[src/logic/rio_regs.svh]
// Register map, field positions and timing constants of the remote I/O status block
`ifndef RIO_REGS_SVH
`define RIO_REGS_SVH
// ----------------------------------------------------------------
// Register byte offsets
// ----------------------------------------------------------------
`define RIO_CTRL_OFS      8'h00
`define RIO_STATUS_OFS    8'h04
`define RIO_CODE_OFS      8'h08
`define RIO_PEND_OFS      8'h0c
`define RIO_TPOS_OFS      8'h10
`define RIO_TPOS_END      8'h2c
// ----------------------------------------------------------------
// Control fields and reset values
// ----------------------------------------------------------------
`define RIO_CTRL_AUTO     0
`define RIO_CTRL_REMOTE   1
`define RIO_CTRL_PROG     2
`define RIO_CTRL_RIOEN    3
`define RIO_CTRL_MAINT    4
`define RIO_CTRL_FUNC_LO  8
`define RIO_CTRL_FUNC_HI  13
`define RIO_CTRL_RST      32'h0000_0000
`define RIO_CODE_RST      14'h0000
`define RIO_STAT_RERR     9
// ----------------------------------------------------------------
// Code classes
// ----------------------------------------------------------------
`define RIO_ERR_LO        14'h03e8
`define RIO_ERR_HI        14'h2327
`define RIO_SYS_LO        14'h2328
`define RIO_SYS_HI        14'h270f
`define RIO_WARN_LO       14'h019a
`define RIO_WARN_HI       14'h03e7
// ----------------------------------------------------------------
// Timing, counter widths, robot count, select limit and response codes
// ----------------------------------------------------------------
`define RIO_CLK_HZ        50000000
`define RIO_PULSE_MS      25
`define RIO_ALM_MIN       5
`define RIO_PULSE_CW      21
`define RIO_ALM_CW        34
`define RIO_NROBOT        16
`define RIO_SEL_MAX       5'h10
`define RIO_RESP_OKAY     2'h0
`define RIO_RESP_SLVERR   2'h2
`endif

[src/logic/rio_pkg.sv]
// Types of the remote I/O status block
`default_nettype none
package rio_pkg;
  typedef enum logic [2:0] {
    RIO_IDLE = 3'h1,
    RIO_QUAL = 3'h2,
    RIO_HELD = 3'h4
  } rio_st_t;

  typedef struct packed {
    logic [5:0] func;
    logic       maint_en;
    logic       rio_en;
    logic       program_mode;
    logic       ctrl_remote;
    logic       auto_mode;
  } rio_ctrl_t;

  typedef struct packed {
    logic remote_error;
    logic remote_enabled;
    logic warning;
    logic system_error_status;
    logic error;
    logic alarm;
    logic calibration_required_status;
    logic high_power_status;
    logic at_home;
    logic motors_on;
  } rio_status_t;

  typedef struct packed {
    rio_st_t            st;
    logic [20:0]        cnt;
    logic [7:0]         seen;
    logic [33:0]        alm_cnt;
    logic               maint_alm;
    logic [7:0]         rem_s1;
    logic [7:0]         rem_s2;
    logic [4:0]         sel_s1;
    logic [4:0]         sel_s2;
    logic               alive_s1;
    logic               alive_s2;
    logic [7:0]         trig_s1;
    logic [7:0]         trig_s2;
    logic [7:0]         trig_s3;
    rio_ctrl_t          ctrl;
    logic [13:0]        code;
    logic [7:0]         pend;
    logic [7:0][31:0]   tpos;
    logic [7:0]         strobe;
    rio_status_t        status;
    logic [31:0]        pos_out;
    logic [31:0]        trq_out;
    logic               alive_out;
    logic               awv;
    logic [7:0]         awaddr;
    logic               wv;
    logic [31:0]        wdata;
    logic [3:0]         wstrb;
    logic               awrdy;
    logic               wrdy;
    logic               bvalid;
    logic [1:0]         bresp;
    logic               arrdy;
    logic               rvalid;
    logic [31:0]        rdata;
    logic [1:0]         rresp;
  } rio_state_t;
endpackage : rio_pkg
`default_nettype wire

[src/logic/rio_status_trigger.sv]
// Remote I/O status, alarm, error class and real-time trigger capture with AXI4-Lite registers
`timescale 1ns/10ps
`default_nettype none
`include "rio_regs.svh"

module rio_status_trigger #(
  parameter int unsigned      PULSE_CYC = `RIO_PULSE_MS * (`RIO_CLK_HZ / 1000),
  parameter longint unsigned  ALM_CYC   = 64'(`RIO_ALM_MIN) * 64'd60 * 64'(`RIO_CLK_HZ)
) (
  input  wire logic               aclk,
  input  wire logic               aresetn,
  input  wire logic [7:0]         s_axi_awaddr,
  input  wire logic               s_axi_awvalid,
  output logic                    s_axi_awready,
  input  wire logic [31:0]        s_axi_wdata,
  input  wire logic [3:0]         s_axi_wstrb,
  input  wire logic               s_axi_wvalid,
  output logic                    s_axi_wready,
  output logic [1:0]              s_axi_bresp,
  output logic                    s_axi_bvalid,
  input  wire logic               s_axi_bready,
  input  wire logic [7:0]         s_axi_araddr,
  input  wire logic               s_axi_arvalid,
  output logic                    s_axi_arready,
  output logic [31:0]             s_axi_rdata,
  output logic [1:0]              s_axi_rresp,
  output logic                    s_axi_rvalid,
  input  wire logic               s_axi_rready,
  input  wire logic [7:0]         remote_op_in,
  input  wire logic [4:0]         robot_select_bit,
  input  wire logic               alive_in,
  input  wire logic [7:0]         rt_trigger_in,
  input  wire logic [15:0]        motor_on,
  input  wire logic [15:0]        at_home,
  input  wire logic [15:0]        high_power,
  input  wire logic [15:0]        cal_missing,
  input  wire logic               ctrl_alarm,
  input  wire logic [15:0]        robot_alarm,
  input  wire logic               battery_alarm,
  input  wire logic               grease_alarm,
  input  wire logic [15:0][31:0]  robot_pos,
  input  wire logic [15:0][31:0]  robot_torque,
  output logic [5:0]              active_function_bit,
  output rio_pkg::rio_status_t    status,
  output logic [31:0]             position_out,
  output logic [31:0]             torque_out,
  output logic                    alive_out,
  output logic [7:0]              remote_op_strobe
);

  // ----------------------------------------------------------------
  // Helpers
  // ----------------------------------------------------------------
  localparam logic [20:0] PULSE_LAST = 21'(PULSE_CYC - 1);
  localparam logic [33:0] ALM_LAST   = 34'(ALM_CYC - 1);

  // Robot index for data words; none or out of range gives robot 1
  function automatic logic [3:0] sel_idx(input logic [4:0] sel);
    if (sel == 5'h00 || sel > `RIO_SEL_MAX) begin
      sel_idx = 4'h0;
    end else begin
      sel_idx = 4'(sel - 5'h01);
    end
  endfunction : sel_idx

  // Status per select: zero or out of range means all robots
  function automatic logic pick(input logic [15:0] v, input logic [4:0] sel,
                                input logic all_and);
    if (sel == 5'h00 || sel > `RIO_SEL_MAX) begin
      pick = all_and ? &v : |v;
    end else begin
      pick = v[sel_idx(sel)];
    end
  endfunction : pick

  function automatic logic [31:0] merge(input logic [31:0] old, input logic [31:0] d,
                                        input logic [3:0] be);
    merge = old;
    for (int b = 0; b < 4; b++) begin
      if (be[b]) begin
        merge[b*8 +: 8] = d[b*8 +: 8];
      end
    end
  endfunction : merge

  function automatic logic in_rng(input logic [13:0] c, input logic [13:0] lo,
                                  input logic [13:0] hi);
    in_rng = (c >= lo) && (c <= hi);
  endfunction : in_rng

  rio_pkg::rio_state_t s_r;
  rio_pkg::rio_state_t s_nxt;
  logic [31:0]         ctrl_word;
  logic [31:0]         ctrl_new;
  logic                rem_en;
  logic [7:0]          rd_clr;
  logic [7:0]          wr_a;
  logic [7:0]          rd_a;
  logic [2:0]          ti;

  // ----------------------------------------------------------------
  // Next state
  // ----------------------------------------------------------------
  always_comb begin
    s_nxt = s_r;
    rd_clr = 8'h00;
    ctrl_word = 32'h0;
    ctrl_word[`RIO_CTRL_AUTO]   = s_r.ctrl.auto_mode;
    ctrl_word[`RIO_CTRL_REMOTE] = s_r.ctrl.ctrl_remote;
    ctrl_word[`RIO_CTRL_PROG]   = s_r.ctrl.program_mode;
    ctrl_word[`RIO_CTRL_RIOEN]  = s_r.ctrl.rio_en;
    ctrl_word[`RIO_CTRL_MAINT]  = s_r.ctrl.maint_en;
    ctrl_word[`RIO_CTRL_FUNC_HI:`RIO_CTRL_FUNC_LO] = s_r.ctrl.func;
    ctrl_new = merge(ctrl_word, s_r.wdata, s_r.wstrb);
    wr_a = s_r.awaddr;
    rd_a = s_axi_araddr;
    ti = 3'h0;

    // Pin synchronisers
    s_nxt.rem_s1   = remote_op_in;
    s_nxt.rem_s2   = s_r.rem_s1;
    s_nxt.sel_s1   = robot_select_bit;
    s_nxt.sel_s2   = s_r.sel_s1;
    s_nxt.alive_s1 = alive_in;
    s_nxt.alive_s2 = s_r.alive_s1;
    s_nxt.trig_s1  = rt_trigger_in;
    s_nxt.trig_s2  = s_r.trig_s1;
    s_nxt.trig_s3  = s_r.trig_s2;

    s_nxt.alive_out = s_r.alive_s2;

    rem_en = (s_r.ctrl.auto_mode & s_r.ctrl.ctrl_remote)
           | (s_r.ctrl.program_mode & s_r.ctrl.rio_en);

    // Selected robot status and data
    s_nxt.status.motors_on = pick(motor_on, s_r.sel_s2, 1'b0);
    s_nxt.status.at_home = pick(at_home, s_r.sel_s2, 1'b1);
    s_nxt.status.high_power_status = pick(high_power, s_r.sel_s2, 1'b0);
    s_nxt.status.calibration_required_status = pick(cal_missing, s_r.sel_s2, 1'b0);
    s_nxt.pos_out = robot_pos[sel_idx(s_r.sel_s2)];
    s_nxt.trq_out = robot_torque[sel_idx(s_r.sel_s2)];
    s_nxt.status.remote_enabled = rem_en;

    // Periodic battery and grease check
    if (s_r.alm_cnt >= ALM_LAST) begin
      s_nxt.alm_cnt = 34'h0;
      s_nxt.maint_alm = battery_alarm | grease_alarm;
    end else begin
      s_nxt.alm_cnt = s_r.alm_cnt + 34'h1;
    end
    s_nxt.status.alarm = ctrl_alarm | (|robot_alarm)
                       | (s_r.maint_alm & s_r.ctrl.maint_en);

    s_nxt.status.error = in_rng(s_r.code, `RIO_ERR_LO, `RIO_ERR_HI);
    s_nxt.status.system_error_status = in_rng(s_r.code, `RIO_SYS_LO, `RIO_SYS_HI);
    s_nxt.status.warning = in_rng(s_r.code, `RIO_WARN_LO, `RIO_WARN_HI);

    // Remote operation pulse qualifier
    s_nxt.strobe = 8'h00;
    case (s_r.st)
      rio_pkg::RIO_IDLE: begin
        s_nxt.cnt = 21'h0;
        s_nxt.seen = s_r.rem_s2;
        if (|s_r.rem_s2) begin
          s_nxt.st = rio_pkg::RIO_QUAL;
        end
      end
      rio_pkg::RIO_QUAL: begin
        s_nxt.seen = s_r.seen | s_r.rem_s2;
        s_nxt.cnt = s_r.cnt + 21'h1;
        if (s_r.rem_s2 == 8'h00) begin
          s_nxt.st = rio_pkg::RIO_IDLE;
        end else if (s_r.cnt >= PULSE_LAST) begin
          s_nxt.st = rio_pkg::RIO_HELD;
          if ($onehot(s_nxt.seen)) begin
            if (rem_en) begin
              s_nxt.strobe = s_nxt.seen;
            end
          end else begin
            s_nxt.status.remote_error = 1'b1;
          end
        end
      end
      rio_pkg::RIO_HELD: begin
        if (s_r.rem_s2 == 8'h00) begin
          s_nxt.st = rio_pkg::RIO_IDLE;
        end
      end
      default: begin
        s_nxt.st = rio_pkg::RIO_IDLE;
      end
    endcase

    // AXI write channels
    if (s_axi_awvalid && s_r.awrdy) begin
      s_nxt.awv = 1'b1;
      s_nxt.awaddr = s_axi_awaddr;
    end
    if (s_axi_wvalid && s_r.wrdy) begin
      s_nxt.wv = 1'b1;
      s_nxt.wdata = s_axi_wdata;
      s_nxt.wstrb = s_axi_wstrb;
    end
    if (s_r.bvalid && s_axi_bready) begin
      s_nxt.bvalid = 1'b0;
    end
    if (s_r.awv && s_r.wv && !s_r.bvalid) begin
      s_nxt.awv = 1'b0;
      s_nxt.wv = 1'b0;
      s_nxt.bvalid = 1'b1;
      s_nxt.bresp = `RIO_RESP_OKAY;
      if (wr_a == `RIO_CTRL_OFS) begin
        s_nxt.ctrl.auto_mode = ctrl_new[`RIO_CTRL_AUTO];
        s_nxt.ctrl.ctrl_remote = ctrl_new[`RIO_CTRL_REMOTE];
        s_nxt.ctrl.program_mode = ctrl_new[`RIO_CTRL_PROG];
        s_nxt.ctrl.rio_en = ctrl_new[`RIO_CTRL_RIOEN];
        s_nxt.ctrl.maint_en = ctrl_new[`RIO_CTRL_MAINT];
        s_nxt.ctrl.func = ctrl_new[`RIO_CTRL_FUNC_HI:`RIO_CTRL_FUNC_LO];
      end else if (wr_a == `RIO_STATUS_OFS) begin
        // Write one clears; a new error in this cycle wins
        if (s_r.wstrb[1] && s_r.wdata[`RIO_STAT_RERR]
            && !(s_r.st == rio_pkg::RIO_QUAL && s_nxt.st == rio_pkg::RIO_HELD
                 && !$onehot(s_nxt.seen))) begin
          s_nxt.status.remote_error = 1'b0;
        end
      end else if (wr_a == `RIO_CODE_OFS) begin
        s_nxt.code = 14'(merge({18'h0, s_r.code}, s_r.wdata, s_r.wstrb));
      end else if (wr_a == `RIO_PEND_OFS
                   || (wr_a >= `RIO_TPOS_OFS && wr_a <= `RIO_TPOS_END)) begin
        s_nxt.bresp = `RIO_RESP_OKAY;
      end else begin
        s_nxt.bresp = `RIO_RESP_SLVERR;
      end
    end

    // AXI read channel
    if (s_r.rvalid && s_axi_rready) begin
      s_nxt.rvalid = 1'b0;
    end
    if (s_axi_arvalid && s_r.arrdy) begin
      s_nxt.rvalid = 1'b1;
      s_nxt.rresp = `RIO_RESP_OKAY;
      s_nxt.rdata = 32'h0;
      if (rd_a == `RIO_CTRL_OFS) begin
        s_nxt.rdata = ctrl_word;
      end else if (rd_a == `RIO_STATUS_OFS) begin
        s_nxt.rdata = {21'h0, s_r.alive_out, s_r.status};
      end else if (rd_a == `RIO_CODE_OFS) begin
        s_nxt.rdata = {18'h0, s_r.code};
      end else if (rd_a == `RIO_PEND_OFS) begin
        s_nxt.rdata = {24'h0, s_r.pend};
      end else if (rd_a >= `RIO_TPOS_OFS && rd_a <= `RIO_TPOS_END) begin
        ti = 3'((rd_a - `RIO_TPOS_OFS) >> 2);
        s_nxt.rdata = s_r.tpos[ti];
        rd_clr[ti] = 1'b1;
      end else begin
        s_nxt.rresp = `RIO_RESP_SLVERR;
      end
    end

    // Real-time trigger capture; an edge in the reading cycle still lands
    for (int i = 0; i < 8; i++) begin
      if (s_r.trig_s2[i] && !s_r.trig_s3[i] && (!s_r.pend[i] || rd_clr[i])) begin
        s_nxt.tpos[i] = robot_pos[sel_idx(s_r.sel_s2)];
        s_nxt.pend[i] = 1'b1;
      end else if (rd_clr[i]) begin
        s_nxt.pend[i] = 1'b0;
      end
    end

    s_nxt.awrdy = !s_nxt.awv && !s_nxt.bvalid;
    s_nxt.wrdy = !s_nxt.wv && !s_nxt.bvalid;
    s_nxt.arrdy = !s_nxt.rvalid;

    if (!aresetn) begin
      s_nxt = '0;
      s_nxt.st = rio_pkg::RIO_IDLE;
      s_nxt.ctrl = 11'(`RIO_CTRL_RST);
      s_nxt.code = `RIO_CODE_RST;
    end
  end

  always_ff @(posedge aclk) begin
    s_r <= s_nxt;
  end

  // ----------------------------------------------------------------
  // Outputs
  // ----------------------------------------------------------------
  assign s_axi_awready       = s_r.awrdy;
  assign s_axi_wready        = s_r.wrdy;
  assign s_axi_bvalid        = s_r.bvalid;
  assign s_axi_bresp         = s_r.bresp;
  assign s_axi_arready       = s_r.arrdy;
  assign s_axi_rvalid        = s_r.rvalid;
  assign s_axi_rdata         = s_r.rdata;
  assign s_axi_rresp         = s_r.rresp;
  assign active_function_bit = s_r.ctrl.func;
  assign status              = s_r.status;
  assign position_out        = s_r.pos_out;
  assign torque_out          = s_r.trq_out;
  assign alive_out           = s_r.alive_out;
  assign remote_op_strobe    = s_r.strobe;

endmodule : rio_status_trigger
`default_nettype wire

[config.mk]
export PLATFORM = sky130hd
export DESIGN_NAME = rio_status_trigger
export DESIGN_NICKNAME = d
export VERILOG_FILES = /design/src/logic/rio_pkg.sv /design/src/logic/rio_status_trigger.sv
export VERILOG_INCLUDE_DIRS = /design/src /design/src/logic
export SDC_FILE = /design/constraint.sdc
export NUM_CORES = 2
export LEC_CHECK = 0
export ABC_AREA = 0
export BUFFER_PORTS_ARGS = -buffer_cell sky130_fd_sc_hd__buf_2
export CAP_MARGIN = 20
export CORE_AREA = 2 2 516 518
export DETAILED_ROUTE_END_ITERATION = 6
export DIE_AREA = 0 0 518 520
export PLACE_DENSITY = 0.33
export SLEW_MARGIN = 20
export SYNTH_ARGS = -nofsm -noshare
export SYNTH_HDL_FRONTEND = slang
export SYNTH_SLANG_ARGS = --single-unit
[constraint.sdc]
create_clock -name aclk -period 10.28 [get_ports aclk]
set_clock_uncertainty 0.1 [all_clocks]
set_input_delay 1.028 -clock aclk [delete_from_list [all_inputs] [get_ports aclk]]
set_output_delay 1.028 -clock aclk [all_outputs]
set_load 0.02 [all_outputs]
==> flow_summary_export.csv <==
group,metric,value,unit
global_routing,grt_pass1_vias,36500,
sta,finalMaxSlewViolations,0,
worst_setup_path,crit_arrival,5.93,ns
worst_hold_path,min_path_cells,1,
placed_design,dp_hpwl,233000,µm
power,power,7.55,mW
die,dieArea,269000,µm²
worst_hold_path,hold_start,"s_r[483]",
global_routing,use_met3,0.0492,
final_layout,drive_above_1_share,0.361,
global_routing,antenna_found_initial,182,
logic_synthesis,synth_seq_area_share,0.324,
global_routing,grt_overflow_total,0,
final_layout,syn_to_final_growth,36.0,%
cts,cts_setup_buffers,0,
logic_synthesis,ys_ff_latch,556,
die,initial_core_util,0.130,
worst_setup_path,worst_setup_path_end_kind,"register",
placed_design,port_buffers,1295,
logic_synthesis,synth.top_cell.area_share,0.324,
final_layout,fin_util,0.177,
cts,cts-hold-fix-buffers,0,
logic_synthesis,synth_top_cell_by_area,"dfxtp_1",
worst_setup_path,r2r_start,"s_r[485]",
power,power_leakage,18.8,nW
sta,timing.setup.tns,0,ns
sta,fin_crit,5.45,ns
sta,max_clock_freq,183,MHz
cts,cts_resized,0,
route,vias_per_cell,4.42,
run_status,outcome,"completed",
logic_synthesis,syn_area,34300,µm²
final_layout,fill_cells,30100,
cts,cts-root-buf,"clkbuf_16",
final_layout,fin_nets,6059,
logic_synthesis,synthTopCellsByCount,"562 x nand2_1, 556 x dfxtp_1, 388 x nor2_1, 272 x clkbuf_1, 256 x a221o_1",
global_routing,grt.total_usage,0.206,
die,fp.dieH,520,µm
worst_setup_path,rr_worst_depth,10,
logic_synthesis,synth-main-ff-cell,"dfxtp_1",
die,row_count,189,
route,dr.pass1.iters,6,
global_routing,grtUsageMet1,0.257,
sta,setup_violations,0,
run,drv_cap,0,
logic_synthesis,synth_most_common_cell,"nand2_1",
placed_design,numPlacedInstances,8308,
route,wirelength,290000,µm
worst_setup_path,cp_max_fo,113,
cts,cts_sinks,556,
sta,post-route-period-util,0.531,
sta,grt_setup_unrepaired,"false",
die,io_pins,1318,
logic_synthesis,syn-instance-count,3918,
cts,path_clk_slew,0.07,ns
worst_setup_path,start_kind,"register",
worst_setup_path,reg2reg_to,"torque_out[28]",
global_routing,grt.busiest_layer,"met2",
logic_synthesis,synth_warnings,0,
route,drc,0,
logic_synthesis,synth_cell_types,72,
logic_synthesis,postSynth.asyncResetShare,0,
cts,numCtsBuffers,76,
logic_synthesis,avgSynthCellArea,8.76,µm²
route,vias,38200,
cts,tritoncts,"built",
worst_setup_path,required,10.76,ns
global_routing,grt_max_degree,181,
route,avgRoutedWirePerCell,33.4,µm
sta,slew_headroom,0.202,
cts,insertion_delay,0.72,ns
logic_synthesis,synthTopCellsByArea,"dfxtp_1 32%, mux4_2 12%, a221o_1 7.5%",
sta,tightest_slew,1.16,ns
worst_hold_path,hold_path_class,"reg2reg",
route,drt-initial-drc-count,3331,
cts,clock_path_buffers,3,
power,power_density,162,nW/µm²
die,fp.dieW,518,µm
final_layout,final_cells,8656,
die,core_area,264000,µm²
worst_hold_path,min_to,"alive_out",
power,ir_drop,0.000105,V
route,final_antenna_net_count,0,
sta,hold_violations,0,
global_routing,grt_pass1_wl,370000,µm
logic_synthesis,synth-edff-count,0,
worst_setup_path,crit_type,"reg2reg",
placed_design,finalWeightedCongestion,0.943,
cts,htreeDepth,3,
worst_setup_path,ff2ff_setup_slack,4.83,ns
global_routing,grt_use_met2,0.337,
## power by group
| part | switching [mW] | internal [mW] |
|---|---|---|
| clock | 1.19 | 1.65 |
| sequential | 0.0930 | 2.30 |
| combinational | 1.58 | 0.728 |
## routing by layer
metal  routed length (µm)  vias to the layer above
li1                     -                    16600
met1               121000                    19200
met2               135000                     1850
met3                19400                      453
met4                13300                       56
met5                  357                        -
## state kept, by name (all words and copies together), names as in the netlist, 5 cells and up
signal / cells
remote_op_strobe: 8
s_axi_rdata: 32
ctrl_word: 5
wr_a: 8
torque_out: 32
active_function_bit: 6
s_r: 415
status: 10
position_out: 32
## cells in the final DEF (no fill, tap or decap), types with 12 or more instances in the layout
| cell type | instances |
|---|---|
| nand3_1 | 173 |
| o221ai_1 | 91 |
| nor3_1 | 77 |
| a221o_1 | 256 |
| mux2i_4 | 33 |
| clkinv_2 | 13 |
| diode_2 | 209 |
| nor2_1 | 385 |
| nand4_1 | 23 |
| xnor2_1 | 13 |
| nor2b_1 | 42 |
| o31ai_1 | 35 |
| a31oi_1 | 37 |
| buf_2 | 1292 |
| nand2_1 | 555 |
| clkbuf_16 | 78 |
| or3_1 | 70 |
| clkbuf_1 | 12 |
| o21ai_0 | 93 |
| mux4_2 | 176 |
| clkbuf_8 | 13 |
| buf_4 | 67 |
| a21boi_0 | 45 |
| dfxtp_1 | 553 |
| nor4_1 | 21 |
| a32oi_1 | 32 |
| o22a_1 | 63 |
| xor2_1 | 20 |
| inv_1 | 22 |
| and3_1 | 12 |
| a21oi_1 | 170 |
| mux2i_1 | 70 |
| and2_1 | 98 |
| nor2b_2 | 12 |
| o2111ai_1 | 31 |
| o211a_1 | 35 |
## how the worst max path moves through the flow
| stage | from | end | slack, ns | cells after the start |
|---|---|---|---|---|
| after floorplan | s_r[575] | status[9] | 5.72 | 17 |
| after global placement | s_r[485] | torque_out[28] | 4.74 | 10 |
| after detailed placement | s_r[485] | s_r[216] | 4.76 | 10 |
| after CTS | s_r[485] | s_r[344] | 4.77 | 10 |
| after global routing | s_r[485] | torque_out[28] | 4.57 | 10 |
| final | s_r[485] | torque_out[28] | 4.83 | 10 |
## critical path, cell delays in order (launching register included)
cell and delay, ns:
dfxtp_4 0.67, inv_4 0.26, ha_4 0.40, buf_4 0.39, nor3b_1 0.66, a21o_4 0.54, buf_12 0.48, o221ai_2 0.59
a21oi_1 0.45, a31oi_1 0.10, o21ai_0 0.37
## stage by stage
stage | instance area, µm² | setup slack (ns) | hold slack [ns]
floorplan | 34300 | 5.72 | 0.312
global placement | 43500 | 4.74 | 0.320
detailed placement | 43500 | 4.76 | 0.320
CTS | 46100 | 4.77 | 0.334
global route | 46600 | 4.57 | 0.356
finish | 46700 | 4.83 | 0.333
## logic make-up after synthesis
group | Yosys count | synth area share
XOR/XNOR | 35 | 0.00893
AO/OA/AOI/OAI | 953 | 0.218
AND/OR/NAND/NOR | 1534 | 0.203
adder cells (fa/ha/maj) | 18 | 0.00831
multiplexers | 287 | 0.160
flip-flops | 556 | 0.324
other | 1 | 0.000109
buffers and inverters | 534 | 0.0775
## final cells by class
type / count / area (µm²) / area share
repair buffers: 1367 / 7130 / 0.153
clock buffers: 103 / 2180 / 0.0466
inverters: 23 / 88.8 / 0.00190
well taps: 3533 / 4420 / 0.0947
clock inverters: 36 / 445 / 0.00954
diodes: 209 / 523 / 0.0112
multi-input cells: 2829 / 20800 / 0.445
flip-flops and latches: 556 / 11100 / 0.239
Power figures use the tool's default switching activity.
